## src/logic/lsi_defs.vh

```
// Register offsets, field positions, reset values and code limits for the lane SI control block.
`ifndef LSI_DEFS_VH
`define LSI_DEFS_VH
`define LSI_LANES 8
`define LSI_NBUF 4
`define LSI_BUFW 2
`define LSI_EQW 8
`define LSI_OFF_CTRL 12'h000
`define LSI_OFF_ADAPT 12'h004
`define LSI_OFF_FIXEQ 12'h008
`define LSI_OFF_PRE 12'h00c
`define LSI_OFF_POST 12'h010
`define LSI_OFF_SWING 12'h014
`define LSI_OFF_RESTORE 12'h018
`define LSI_OFF_SAVE 12'h01c
`define LSI_OFF_ACT_ADAPT 12'h020
`define LSI_OFF_ACT_FIXEQ 12'h024
`define LSI_OFF_ACT_PRE 12'h028
`define LSI_OFF_ACT_POST 12'h02c
`define LSI_OFF_ACT_SWING 12'h030
`define LSI_OFF_RESTORED 12'h034
`define LSI_OFF_CAPS 12'h038
`define LSI_OFF_PATH 12'h03c
`define LSI_CTRL_APPLY_REINIT 0
`define LSI_CTRL_APPLY_HOT 1
`define LSI_CTRL_STAGED_SET 2
`define LSI_FIX_MAX 4'hc
`define LSI_EMPH_MAX 4'h7
`define LSI_EMPH_RSV_LO 4'h8
`define LSI_EMPH_RSV_HI 4'ha
`define LSI_SWING_MAX 4'h3
`define LSI_SWING_CUSTOM 4'hf
`define LSI_DEF_FIXEQ 4'h4
`define LSI_DEF_PRE 4'h0
`define LSI_DEF_POST 4'h2
`define LSI_DEF_SWING 4'h2
`define LSI_DEF_ADAPT 1'b1
`endif

```

## src/logic/lsi_code_check.v

```verilog
// Per-lane code classifier for the fixed equalizer, emphasis and swing targets.
`timescale 1ns/1ps
module lsi_code_check (
    input wire [3:0] fix_in,
    input wire [3:0] pre_in,
    input wire [3:0] post_in,
    input wire [3:0] swing_in,
    input wire emph_pre_ok_in,
    output wire ok_out
);
`include "lsi_defs.vh"
    // Codes 13-15 of the fixed target are custom and accepted.
    wire fix_ok = 1'b1;
    wire pre_rsv = (pre_in >= `LSI_EMPH_RSV_LO) && (pre_in <= `LSI_EMPH_RSV_HI);
    wire post_rsv = (post_in >= `LSI_EMPH_RSV_LO) && (post_in <= `LSI_EMPH_RSV_HI);
    wire swing_rsv = (swing_in > `LSI_SWING_MAX) && (swing_in != `LSI_SWING_CUSTOM);
    // Post-only parts demand a zero pre-cursor target.
    wire pre_ok = emph_pre_ok_in | (pre_in == 4'h0);
    assign ok_out = fix_ok & ~pre_rsv & ~post_rsv & ~swing_rsv & pre_ok;
endmodule

```

## src/logic/lsi_eq_store.v

```verilog
// Recall buffer memory holding adapted equalizer words per buffer and lane.
`timescale 1ns/1ps
module lsi_eq_store #(
    parameter NBUF = 4,
    parameter BUFW = 2,
    parameter LANES = 8,
    parameter LANEW = 3,
    parameter EQW = 8
) (
    input wire sys_clk_in,
    input wire wr_en_in,
    input wire [BUFW-1:0] wr_buf_in,
    input wire [LANEW-1:0] wr_lane_in,
    input wire [EQW-1:0] wr_data_in,
    input wire [BUFW-1:0] rd_buf_in,
    input wire [LANEW-1:0] rd_lane_in,
    output wire [EQW-1:0] rd_data_out
);
    // Each buffer has a slot for every lane, so one save never disturbs another lane.
    reg [EQW-1:0] mem [0:NBUF*LANES-1];
    always @(posedge sys_clk_in) begin
        if (wr_en_in) begin
            mem[{wr_buf_in, wr_lane_in}] <= wr_data_in;
        end
    end
    assign rd_data_out = mem[{rd_buf_in, rd_lane_in}];
endmodule

```

## src/logic/lsi_top.v

```verilog
// APB register bank for per-lane signal integrity staging, apply and equalizer save/restore.
// What this block does
// - Override set: apply copies staged values
// - Override clear: apply loads defaults
// - Adaptive choice honoured only under override
// - Restore select processed regardless of override
// - Adaptive uses hold/save/restore; fixed uses target
// - Decode fixed equalizer target codes
// - Decode emphasis codes, reserved 8-10
// - Post-only part keeps pre-cursor zero
// - Decode swing codes, reserved 4-14
// - Advertise buffer count, per-lane storage
// - Save pauses adaptation, stores, resumes unless held
// - Ignore save when adaptation off
// - Save taken in initialized states, stored once run drops and the sweep reaches the lane
// - Show restored buffer status per lane
// - Restore loads only on apply
// - Hold clear adapts from restored; set fixes
// - Advertise support and maximum codes
// - Hot apply validates, copies, commits hardware
`timescale 1ns/1ps
module lsi_top #(
    parameter LANES = 8,
    parameter LANEW = 3,
    parameter NBUF = 4,
    parameter BUFW = 2,
    parameter EQW = 8,
    parameter FIX_SUP = 1'b1,
    parameter EMPH_SUP = 1'b1,
    parameter PRE_SUP = 1'b1,
    parameter SWING_SUP = 1'b1
) (
    input wire sys_clk_in,
    input wire rst_b_in,
    input wire psel_in,
    input wire penable_in,
    input wire pwrite_in,
    input wire [11:0] paddr_in,
    input wire [31:0] pwdata_in,
    output wire pready_out,
    output reg [31:0] prdata_out,
    output reg pslverr_out,
    input wire path_initialized_in,
    input wire path_activated_in,
    input wire [LANES*EQW-1:0] adapted_eq_in,
    output reg [LANES-1:0] hw_adapt_run_out,
    output reg [LANES-1:0] hw_eq_load_out,
    output reg [LANES*EQW-1:0] hw_eq_value_out,
    output reg [LANES*4-1:0] hw_fixeq_out,
    output reg [LANES*4-1:0] hw_pre_out,
    output reg [LANES*4-1:0] hw_post_out,
    output reg [LANES*4-1:0] hw_swing_out,
    output reg hw_reinit_out
);
`include "lsi_defs.vh"
    localparam ST_IDLE = 2'd0;
    localparam ST_CHECK = 2'd1;
    localparam ST_COMMIT = 2'd2;
    // Buffer count as it fits the four-bit capability field.
    localparam [3:0] NBUF4 = NBUF[3:0];

    // Two staged sets, each with override, adaptive, hold, targets and restore select.
    reg [LANES-1:0] st_over [0:1];
    reg [LANES-1:0] st_adapt [0:1];
    reg [LANES-1:0] st_hold [0:1];
    reg [LANES*4-1:0] st_fix [0:1];
    reg [LANES*4-1:0] st_pre [0:1];
    reg [LANES*4-1:0] st_post [0:1];
    reg [LANES*4-1:0] st_swing [0:1];
    reg [LANES*4-1:0] st_restore [0:1];
    reg [LANES-1:0] act_adapt;
    reg [LANES-1:0] act_hold;
    reg [LANES*4-1:0] act_fix;
    reg [LANES*4-1:0] act_pre;
    reg [LANES*4-1:0] act_post;
    reg [LANES*4-1:0] act_swing;
    reg [LANES*4-1:0] restored;
    reg [1:0] state;
    reg sel_set;
    reg hot;
    reg reject;
    reg [LANES-1:0] save_pend;
    reg [BUFW-1:0] save_buf [0:LANES-1];
    reg [LANEW-1:0] lane_ix;
    reg [LANES-1:0] load_pend;

    wire wr = psel_in & penable_in & pwrite_in;
    wire rd = psel_in & penable_in & ~pwrite_in;
    wire set_ix = pwdata_in[`LSI_CTRL_STAGED_SET];
    wire staged_addr = (paddr_in >= `LSI_OFF_ADAPT) && (paddr_in <= `LSI_OFF_RESTORE);
    wire path_ok = path_initialized_in | path_activated_in;
    assign pready_out = 1'b1;

    // Select lane i's nibble out of a packed field.
    function [3:0] nib;
        input [LANES*4-1:0] v;
        input integer i;
        begin
            nib = v[i*4 +: 4];
        end
    endfunction

    wire [LANES-1:0] lane_ok;
    genvar g;
    generate
        for (g = 0; g < LANES; g = g + 1) begin : g_chk
            lsi_code_check u_chk (
                .fix_in(nib(st_fix[sel_set], g)),
                .pre_in(nib(st_pre[sel_set], g)),
                .post_in(nib(st_post[sel_set], g)),
                .swing_in(nib(st_swing[sel_set], g)),
                .emph_pre_ok_in(PRE_SUP),
                .ok_out(lane_ok[g])
            );
        end
    endgenerate

    // Restore nibble n+1 names buffer n, the same encoding as the save trigger.
    function [BUFW-1:0] restore_pick;
        input [LANEW-1:0] l;
        begin
            restore_pick = restored[l*4 +: BUFW] - 1'b1;
        end
    endfunction

    // One save is executed per cycle; lanes are served in a round-robin sweep.
    wire [BUFW-1:0] rd_buf = restore_pick(lane_ix);
    wire [EQW-1:0] store_q;
    // Saving waits for the lane's run output to drop, so the word is not caught mid-step.
    wire store_we = save_pend[lane_ix] & ~hw_adapt_run_out[lane_ix];
    lsi_eq_store #(
        .NBUF(NBUF), .BUFW(BUFW), .LANES(LANES), .LANEW(LANEW), .EQW(EQW)
    ) u_store (
        .sys_clk_in(sys_clk_in),
        .wr_en_in(store_we),
        .wr_buf_in(save_buf[lane_ix]),
        .wr_lane_in(lane_ix),
        .wr_data_in(adapted_eq_in[lane_ix*EQW +: EQW]),
        .rd_buf_in(rd_buf),
        .rd_lane_in(lane_ix),
        .rd_data_out(store_q)
    );

    integer i;
    always @(posedge sys_clk_in) begin
        if (!rst_b_in) begin
            for (i = 0; i < 2; i = i + 1) begin
                st_over[i] <= {LANES{1'b0}};
                st_adapt[i] <= {LANES{1'b0}};
                st_hold[i] <= {LANES{1'b0}};
                st_fix[i] <= {LANES*4{1'b0}};
                st_pre[i] <= {LANES*4{1'b0}};
                st_post[i] <= {LANES*4{1'b0}};
                st_swing[i] <= {LANES*4{1'b0}};
                st_restore[i] <= {LANES*4{1'b0}};
            end
            for (i = 0; i < LANES; i = i + 1) begin
                save_buf[i] <= {BUFW{1'b0}};
            end
            act_adapt <= {LANES{`LSI_DEF_ADAPT}};
            act_hold <= {LANES{1'b0}};
            act_fix <= {LANES{`LSI_DEF_FIXEQ}};
            act_pre <= {LANES{`LSI_DEF_PRE}};
            act_post <= {LANES{`LSI_DEF_POST}};
            act_swing <= {LANES{`LSI_DEF_SWING}};
            restored <= {LANES*4{1'b0}};
            state <= ST_IDLE;
            sel_set <= 1'b0;
            hot <= 1'b0;
            reject <= 1'b0;
            save_pend <= {LANES{1'b0}};
            lane_ix <= {LANEW{1'b0}};
            load_pend <= {LANES{1'b0}};
            hw_adapt_run_out <= {LANES{1'b0}};
            hw_eq_load_out <= {LANES{1'b0}};
            hw_eq_value_out <= {LANES*EQW{1'b0}};
            hw_fixeq_out <= {LANES*4{1'b0}};
            hw_pre_out <= {LANES*4{1'b0}};
            hw_post_out <= {LANES*4{1'b0}};
            hw_swing_out <= {LANES*4{1'b0}};
            hw_reinit_out <= 1'b0;
        end else begin
            hw_eq_load_out <= {LANES{1'b0}};
            hw_reinit_out <= 1'b0;
            lane_ix <= (lane_ix == LANES - 1) ? {LANEW{1'b0}} : lane_ix + 1'b1;
            // A save completes when the sweep reaches its lane; a new request wins the clear.
            if (store_we) begin
                save_pend[lane_ix] <= 1'b0;
            end
            if (wr && staged_addr) begin
                case (paddr_in)
                    `LSI_OFF_ADAPT: begin
                        st_over[sel_set] <= pwdata_in[LANES-1:0];
                        st_adapt[sel_set] <= pwdata_in[8 +: LANES];
                        st_hold[sel_set] <= pwdata_in[16 +: LANES];
                    end
                    `LSI_OFF_FIXEQ: st_fix[sel_set] <= pwdata_in[LANES*4-1:0];
                    `LSI_OFF_PRE: st_pre[sel_set] <= pwdata_in[LANES*4-1:0];
                    `LSI_OFF_POST: st_post[sel_set] <= pwdata_in[LANES*4-1:0];
                    `LSI_OFF_SWING: st_swing[sel_set] <= pwdata_in[LANES*4-1:0];
                    // Writing restore select only stages it; nothing moves until apply.
                    `LSI_OFF_RESTORE: st_restore[sel_set] <= pwdata_in[LANES*4-1:0];
                    default: ;
                endcase
            end
            if (wr && paddr_in == `LSI_OFF_SAVE && path_ok) begin
                for (i = 0; i < LANES; i = i + 1) begin
                    // Nibble value 0 means no request; buffer number n is written as n+1.
                    if (pwdata_in[i*4 +: 4] != 4'h0 && act_adapt[i]) begin
                        save_pend[i] <= 1'b1;
                        save_buf[i] <= pwdata_in[i*4 +: BUFW] - 1'b1;
                    end
                end
            end
            // A restored word goes out with its load pulse once the sweep reaches its lane.
            if (load_pend[lane_ix]) begin
                hw_eq_value_out[lane_ix*EQW +: EQW] <= store_q;
                hw_eq_load_out[lane_ix] <= 1'b1;
                load_pend[lane_ix] <= 1'b0;
            end
            case (state)
                ST_IDLE: begin
                    if (wr && paddr_in == `LSI_OFF_CTRL) begin
                        sel_set <= set_ix;
                        if (pwdata_in[`LSI_CTRL_APPLY_HOT] && path_ok) begin
                            hot <= 1'b1;
                            state <= ST_CHECK;
                        end else if (pwdata_in[`LSI_CTRL_APPLY_REINIT]) begin
                            hot <= 1'b0;
                            state <= ST_CHECK;
                        end
                    end
                end
                ST_CHECK: begin
                    reject <= ~&(lane_ok | ~st_over[sel_set]);
                    if (&(lane_ok | ~st_over[sel_set])) begin
                        for (i = 0; i < LANES; i = i + 1) begin
                            if (st_over[sel_set][i]) begin
                                act_adapt[i] <= st_adapt[sel_set][i];
                                act_hold[i] <= st_hold[sel_set][i];
                                act_fix[i*4 +: 4] <= nib(st_fix[sel_set], i);
                                act_pre[i*4 +: 4] <= PRE_SUP ? nib(st_pre[sel_set], i) : 4'h0;
                                act_post[i*4 +: 4] <= nib(st_post[sel_set], i);
                                act_swing[i*4 +: 4] <= nib(st_swing[sel_set], i);
                            end else begin
                                act_adapt[i] <= `LSI_DEF_ADAPT;
                                act_hold[i] <= 1'b0;
                                act_fix[i*4 +: 4] <= `LSI_DEF_FIXEQ;
                                act_pre[i*4 +: 4] <= `LSI_DEF_PRE;
                                act_post[i*4 +: 4] <= `LSI_DEF_POST;
                                act_swing[i*4 +: 4] <= `LSI_DEF_SWING;
                            end
                            // Restore select is taken whatever the override says.
                            restored[i*4 +: 4] <= nib(st_restore[sel_set], i);
                        end
                        state <= ST_COMMIT;
                    end else begin
                        state <= ST_IDLE;
                    end
                end
                ST_COMMIT: begin
                    hw_fixeq_out <= act_fix;
                    hw_pre_out <= act_pre;
                    hw_post_out <= act_post;
                    hw_swing_out <= act_swing;
                    hw_reinit_out <= ~hot;
                    for (i = 0; i < LANES; i = i + 1) begin
                        // Restored word seeds adaptation or stands fixed per the hold bit.
                        if (act_adapt[i] && restored[i*4 +: 4] != 4'h0) begin
                            load_pend[i] <= 1'b1;
                        end
                    end
                    state <= ST_IDLE;
                end
                default: state <= ST_IDLE;
            endcase
            for (i = 0; i < LANES; i = i + 1) begin
                // Adaptation pauses while a save is pending and stays off when held.
                hw_adapt_run_out[i] <= act_adapt[i] & ~act_hold[i] & ~save_pend[i];
            end
        end
    end

    always @* begin
        pslverr_out = 1'b0;
        case (paddr_in)
            `LSI_OFF_CTRL: prdata_out = {29'h0, reject, 1'b0, (state != ST_IDLE) | (|load_pend)};
            `LSI_OFF_ADAPT: prdata_out = {8'h0, 8'h0 | st_hold[sel_set],
                8'h0 | st_adapt[sel_set], 8'h0 | st_over[sel_set]};
            `LSI_OFF_FIXEQ: prdata_out = st_fix[sel_set];
            `LSI_OFF_PRE: prdata_out = st_pre[sel_set];
            `LSI_OFF_POST: prdata_out = st_post[sel_set];
            `LSI_OFF_SWING: prdata_out = st_swing[sel_set];
            `LSI_OFF_RESTORE: prdata_out = st_restore[sel_set];
            `LSI_OFF_SAVE: prdata_out = {24'h0, 8'h0 | save_pend};
            `LSI_OFF_ACT_ADAPT: prdata_out = {16'h0, 8'h0 | act_hold, 8'h0 | act_adapt};
            `LSI_OFF_ACT_FIXEQ: prdata_out = act_fix;
            `LSI_OFF_ACT_PRE: prdata_out = act_pre;
            `LSI_OFF_ACT_POST: prdata_out = act_post;
            `LSI_OFF_ACT_SWING: prdata_out = act_swing;
            `LSI_OFF_RESTORED: prdata_out = restored;
            `LSI_OFF_CAPS: prdata_out = {12'h0, NBUF4, `LSI_SWING_MAX, `LSI_EMPH_MAX,
                `LSI_FIX_MAX, 1'b0, SWING_SUP, EMPH_SUP, FIX_SUP};
            `LSI_OFF_PATH: prdata_out = {30'h0, path_activated_in, path_initialized_in};
            default: begin
                prdata_out = 32'h0;
                pslverr_out = psel_in & penable_in;
            end
        endcase
    end
endmodule

```

## config.mk

```make
export PLATFORM = sky130hd
export DESIGN_NAME = lsi_top
export DESIGN_NICKNAME = d
export VERILOG_FILES = /design/src/logic/lsi_code_check.v /design/src/logic/lsi_eq_store.v /design/src/logic/lsi_top.v
export VERILOG_INCLUDE_DIRS = /design/src /design/src/logic
export SDC_FILE = /design/constraint.sdc
export NUM_CORES = 2
export LEC_CHECK = 0
export BUFFER_PORTS_ARGS = -buffer_cell sky130_fd_sc_hd__buf_2
export CORE_ASPECT_RATIO = 2
export CORE_MARGIN = 3
export CORE_UTILIZATION = 50
export DETAILED_ROUTE_END_ITERATION = 12
export PLACE_DENSITY = 0.68
export SLEW_MARGIN = 20
export SYNTH_ARGS = -nofsm -noshare
export SYNTH_HDL_FRONTEND = slang
export SYNTH_HIERARCHICAL = 1
export SYNTH_SLANG_ARGS = --single-unit
```

## constraint.sdc

```tcl
create_clock -name sys_clk_in -period 5.9 [get_ports sys_clk_in]
set_clock_uncertainty 0.2 [all_clocks]
set_input_delay 0.295 -clock sys_clk_in [delete_from_list [all_inputs] [get_ports sys_clk_in]]
set_output_delay 0.295 -clock sys_clk_in [all_outputs]
set_load 0.01 [all_outputs]
```

# After elaboration in Yosys (flattened, before gate mapping)
# Memories as Yosys holds them, arrays and structs flattened. A register that Yosys moved wholly into a read port is not among the register bits.
# Index checks and enable logic that the tools add are counted.
[word_totals]
reg_bits = 409
latchBits = 0
ram_bits = 640
mem_bits_ro = 0
in_bits = 115
out_inout_bits = 243
elab_cells = 492
mem_count = 10
[op_classes]
n_addsub = 11
multipliers = 0
div = 0
order_cmp = 44
n_eq_ne = 28
shift = 4
mux = 194
bitwise = 93
n_reduce_logical = 86
[mem_list]
columns = ["name", "words", "width", "read_ports", "rd_clocked_by_memory_dff", "write_ports", "line_no", "text"]
rows = [
  ["u_store.mem", 32, 8, 1, 0, 1, "lsi_eq_store.v:20", "reg [EQW-1:0] mem [0:NBUF*LANES-1];"],
  ["st_fix", 2, 32, 1, 1, 2, "lsi_top.v:66", "reg [LANES*4-1:0] st_fix [0:1];"],
  ["st_post", 2, 32, 1, 1, 2, "lsi_top.v:68", "reg [LANES*4-1:0] st_post [0:1];"],
  ["st_pre", 2, 32, 1, 1, 2, "lsi_top.v:67", "reg [LANES*4-1:0] st_pre [0:1];"],
  ["st_restore", 2, 32, 1, 1, 2, "lsi_top.v:70", "reg [LANES*4-1:0] st_restore [0:1];"],
  ["st_swing", 2, 32, 1, 1, 2, "lsi_top.v:69", "reg [LANES*4-1:0] st_swing [0:1];"],
  ["4 more memories", "n/a", "n/a", "n/a", "n/a", "n/a", "n/a", ""],
]
[ops]
columns = ["cell", "n"]
rows = [
  ["$pmux W32 S16", 1],
  ["$mux W32", 5],
  ["$reduce_or A32 Y1", 5],
  ["$mux W1", 130],
  ["$mux W4", 32],
  ["$eq A12 B6 Y1 const B", 8],
  ["$bwmux W64", 1],
  ["$ge A4 B4 Y1 const B", 16],
  ["$le A4 B4 Y1 const B", 16],
  ["$reduce_bool A4 Y1", 16],
  ["$shift A8 B34 Y64 const A", 1],
  ["$shiftx A64 B7 Y8", 1],
  ["$shiftx A8 B34 Y64", 1],
  ["$mux W8", 7],
  ["$eq A12 B5 Y1 const B", 4],
  ["$logic_and A1 B1 Y1", 47],
  ["$not A1 Y1", 43],
  ["$and A1 B1 Y1", 35],
  ["$neg A6 Y34", 1],
  ["$gt A4 B2 Y1 const B", 8],
  ["$ne A4 B4 Y1 const B", 8],
  ["$reduce_or A8 Y1", 4],
  ["$shiftx A32 B6 Y2", 1],
  ["$eq A12 B4 Y1 const B", 2],
  ["other kinds (31)", 67],
]

# Longest topological paths before layout
[depth]
word_depth = 9
mapped_depth = 18
ltp_nobuf = 11

# Modules after synthesis
# The synthesis kept the hierarchy.
[modules_own_cells]
columns = ["mod", "instances", "cells_per_inst", "area_per_inst_um2", "seq_area_each_um2"]
rows = [
  ["lsi_top", 1, 3128, 34643.2, 19738.9],
  ["lsi_eq_store", 1, 409, 9893.2, 7687.4],
  ["lsi_code_check", 8, 9, 63.8, 0.0],
]

# Least setup slack after synthesis
# OpenSTA, ideal clock, no wires.
[synth_timing]
path_kind = "input-to-reg"
startpoint = "in paddr_in[9]"
endpoint = "mem st_fix[0][0] in the netlist's numbering (enable)"
setup_ns = 0.466
arrival_ns = 4.167
required_ns = 5.234
setup_slack_ns = 1.067
stages = 7
n_path_buf = 3
cell_sequence = "nor4_2 > o2111ai_1 > or3_1 > clkbuf_1 > clkbuf_1 > clkbuf_1 > o21ai_0"
[synth_rtl]
columns = ["item", "line_no", "text"]
rows = [
  ["start: declaration", "lsi_top.v:38", "input wire [11:0] paddr_in,"],
  ["end: declaration", "lsi_top.v:66", ""],
]

==> summary.txt <==
outcome: complete, no violations
CORE AREA: 89210 um2
largest net degree at the start of global routing: 129
fill cell count: 7455
routability cong.: 1.077
DR vias: 33380
crit path capture: prdata_out[31]
Max IR drop VDD: 208.5 uV
total clock buffers created by CTS: 91
PwrDens: 296.6 nW/um2
area delta synth->final: 14.99%
Die Ht: 430.4 um
Reg-to-Reg End: act_pre[20]$_SDFFE_PN0P_
worst-path fanout max: 30
global-route wire length before repair: 243.4 mm
cell area after synthesis: 45040 um2
Inst Count DP: 4980
CTS root buf: clkbuf_16
DR pass1 iterations: 6
CTS clk-pin slew, worst paths: 0.06 ns
hold slack: 0.01690 ns
Final min period: 4.436 ns
Routed WL per cell: 34.09 um
die area: 93930 um2
Slew Limit Fails: 0
YS warnings: 6
Place WS: 1.535 ns
final hold vios: 0
num ports: 358
signal arrival time at the worst endpoint: 3.94 ns
Mean Syn Cell Area: 12.49 um2
DR iter-0 viols: 4411
number of remaining DRC errors: 0
crit end category: output port
Worst Reg-to-Reg Cells: 10
Slew headroom: 16.69%
NetSw: 3.676 mW
worst hold-check path type: input pin to flip-flop
clk_lat worst skew: 0.72 ns
Post-CTS Resized: 0
Final period util: 75.19%
worst reg-to-reg setup slack: 1.69 ns
TritonCTS Sinks: 1050
CP Class: flip-flop to output port
num rows: 155
nets: 4049
critical path required time: 5.41 ns
switching share of total power: 23.93%
worst slew pin tran: 1.247 ns
CTS tree: done
Starting Density: 50.48%
post-synthesis cell count: 3606
DRT antenna net count: 0
Layout Cells excl Fill: 5183
internal power: 11.69 mW
Fmax: 0.2254 GHz
RSZ-0062 raised after global routing: no
Startpoint Class: flip-flop
Lkg Pwr: 18.65 nW
H-tree levels: 3
Clock Tree Buf Depth: 3
share of cells above drive strength 1: 22.98%
sum of negative setup slack: 0 ns
GRT Residual Overflow: 0
max-cap violations: 0
post-DP HPWL: 132.2 mm
All-Layer GR Usage: 36.99%
Die X-Extent: 218.2 um
Setup Buffers After CTS: 0
initial antenna violation count: 8
DRT Wirelength: 176.7 mm
Reg power frac: 52.2%
fin worst setup slack: 1.464 ns
clock network fraction of total power: 40.3%
via density per instance: 6.441
number of global-route vias before repair: 31860
PortBufs: 356
final setup violation count: 0
combinational share of power: 7.5%
-- what timing repair did --
action                     CTS  global route
hold buffers                26             0
setup endpoints to repair    0             0
hold endpoints to repair   206             0
-- power groups by stage --
| stage | registers, mW | logic (mW) | clock network (mW) |
|---|---|---|---|
| global route | 8.03 | 1.18 | 6.48 |
| finish | 8.02 | 1.16 | 6.18 |
| detailed placement | 8.18 | 1.11 | 0 |
| CTS | 8.02 | 1.13 | 6.20 |
| floorplan | 8.16 | 0.589 | 0 |
| global placement | 8.17 | 1.10 | 0 |
-- worst max-delay path: stages (launching register included) --
cell       delay, ns
dfxtp_4         0.69
buf_4           0.45
mux2i_1         0.60
o32ai_1         0.28
a222oi_1        0.56
o2111ai_1       0.38
buf_2           0.25
-- layout make-up --
class	instances	area (um2)	share of cell area [%]
Sequential cell	1050	27440	52.98
Multi-Input combinational cell	2177	16410	31.68
Timing Repair Buffer	510	3074	5.936
Clock buffer	127	2624	5.066
Tap cell	1177	1473	2.844
Clock inverter	43	409.1	0.7900
Inverter	92	345.3	0.6668
Antenna cell	7	17.52	0.03382
-- state kept, by name (all words and copies together) (netlist names), 64 cells and up, named ones only --
signal / cells
st_fix: 64
st_post: 64
u_store/mem: 256
hw_eq_value_out: 64
st_restore: 64
st_pre: 64
st_swing: 64
-- how the worst min path moves through the flow --
stage                                     startpoint  depth (start not counted)                               end  slack, ns
global route                            pwdata_in[9]                          4        st_pre[1][9]$_SDFFCE_PN0P_       0.04
floorplan                           hot$_SDFFE_PN0P_                          1          hw_reinit_out$_SDFF_PN0_       0.19
global placement                    hot$_SDFFE_PN0P_                          1          hw_reinit_out$_SDFF_PN0_       0.24
detailed placement  hw_eq_value_out[12]$_SDFFE_PN0P_                          2  hw_eq_value_out[12]$_SDFFE_PN0P_       0.25
finish                                  pwdata_in[9]                          4        st_pre[1][9]$_SDFFCE_PN0P_       0.02
CTS                                     pwdata_in[9]                          4        st_pre[1][9]$_SDFFCE_PN0P_     0.0004
-- per-stage QoR --
stage / total power [mW] / utilization, % / area (um2)
after global placement: 9.276 / 54.29 / 48440
after floorplan: 8.752 / - / 45070
final: 15.36 / 58.05 / 51790
after detailed placement: 9.290 / 54.31 / 48450
after global routing: 15.69 / 58.04 / 51770
after CTS: 15.35 / 58.00 / 51740
-- metal layers --
layer	up-vias	global-route usage [%]	share of wire, %
met3	544	6.402	8.9
li1	14130	-	-
met5	-	0	0.031
met1	16550	42.99	34
met2	2151	60.21	47
met4	8	29.40	10
-- cells in the final DEF (no fill, tap or decap), types with 21 or more instances in the layout --
| cell type | count |
|---|---|
| nor3_1 | 185 |
| dlygate4sd3_1 | 26 |
| and2_1 | 193 |
| nand4_1 | 23 |
| a21oi_1 | 25 |
| o22a_1 | 23 |
| a22oi_1 | 85 |
| buf_2 | 355 |
| nor2b_1 | 25 |
| buf_4 | 123 |
| clkbuf_1 | 21 |
| a21boi_0 | 135 |
| nor2_1 | 117 |
| mux2i_1 | 161 |
| o21ai_0 | 28 |
| nand2_1 | 393 |
| edfxtp_1 | 640 |
| inv_1 | 91 |
| nand3_1 | 43 |
| a211oi_1 | 22 |
| o2bb2ai_1 | 56 |
| dfxtp_1 | 406 |
| mux4_2 | 97 |
| mux2_2 | 117 |
| o22ai_1 | 30 |
| nor4_1 | 21 |
| clkbuf_16 | 97 |
| a22o_1 | 107 |
Note: power is estimated with default switching activity, not from simulation.
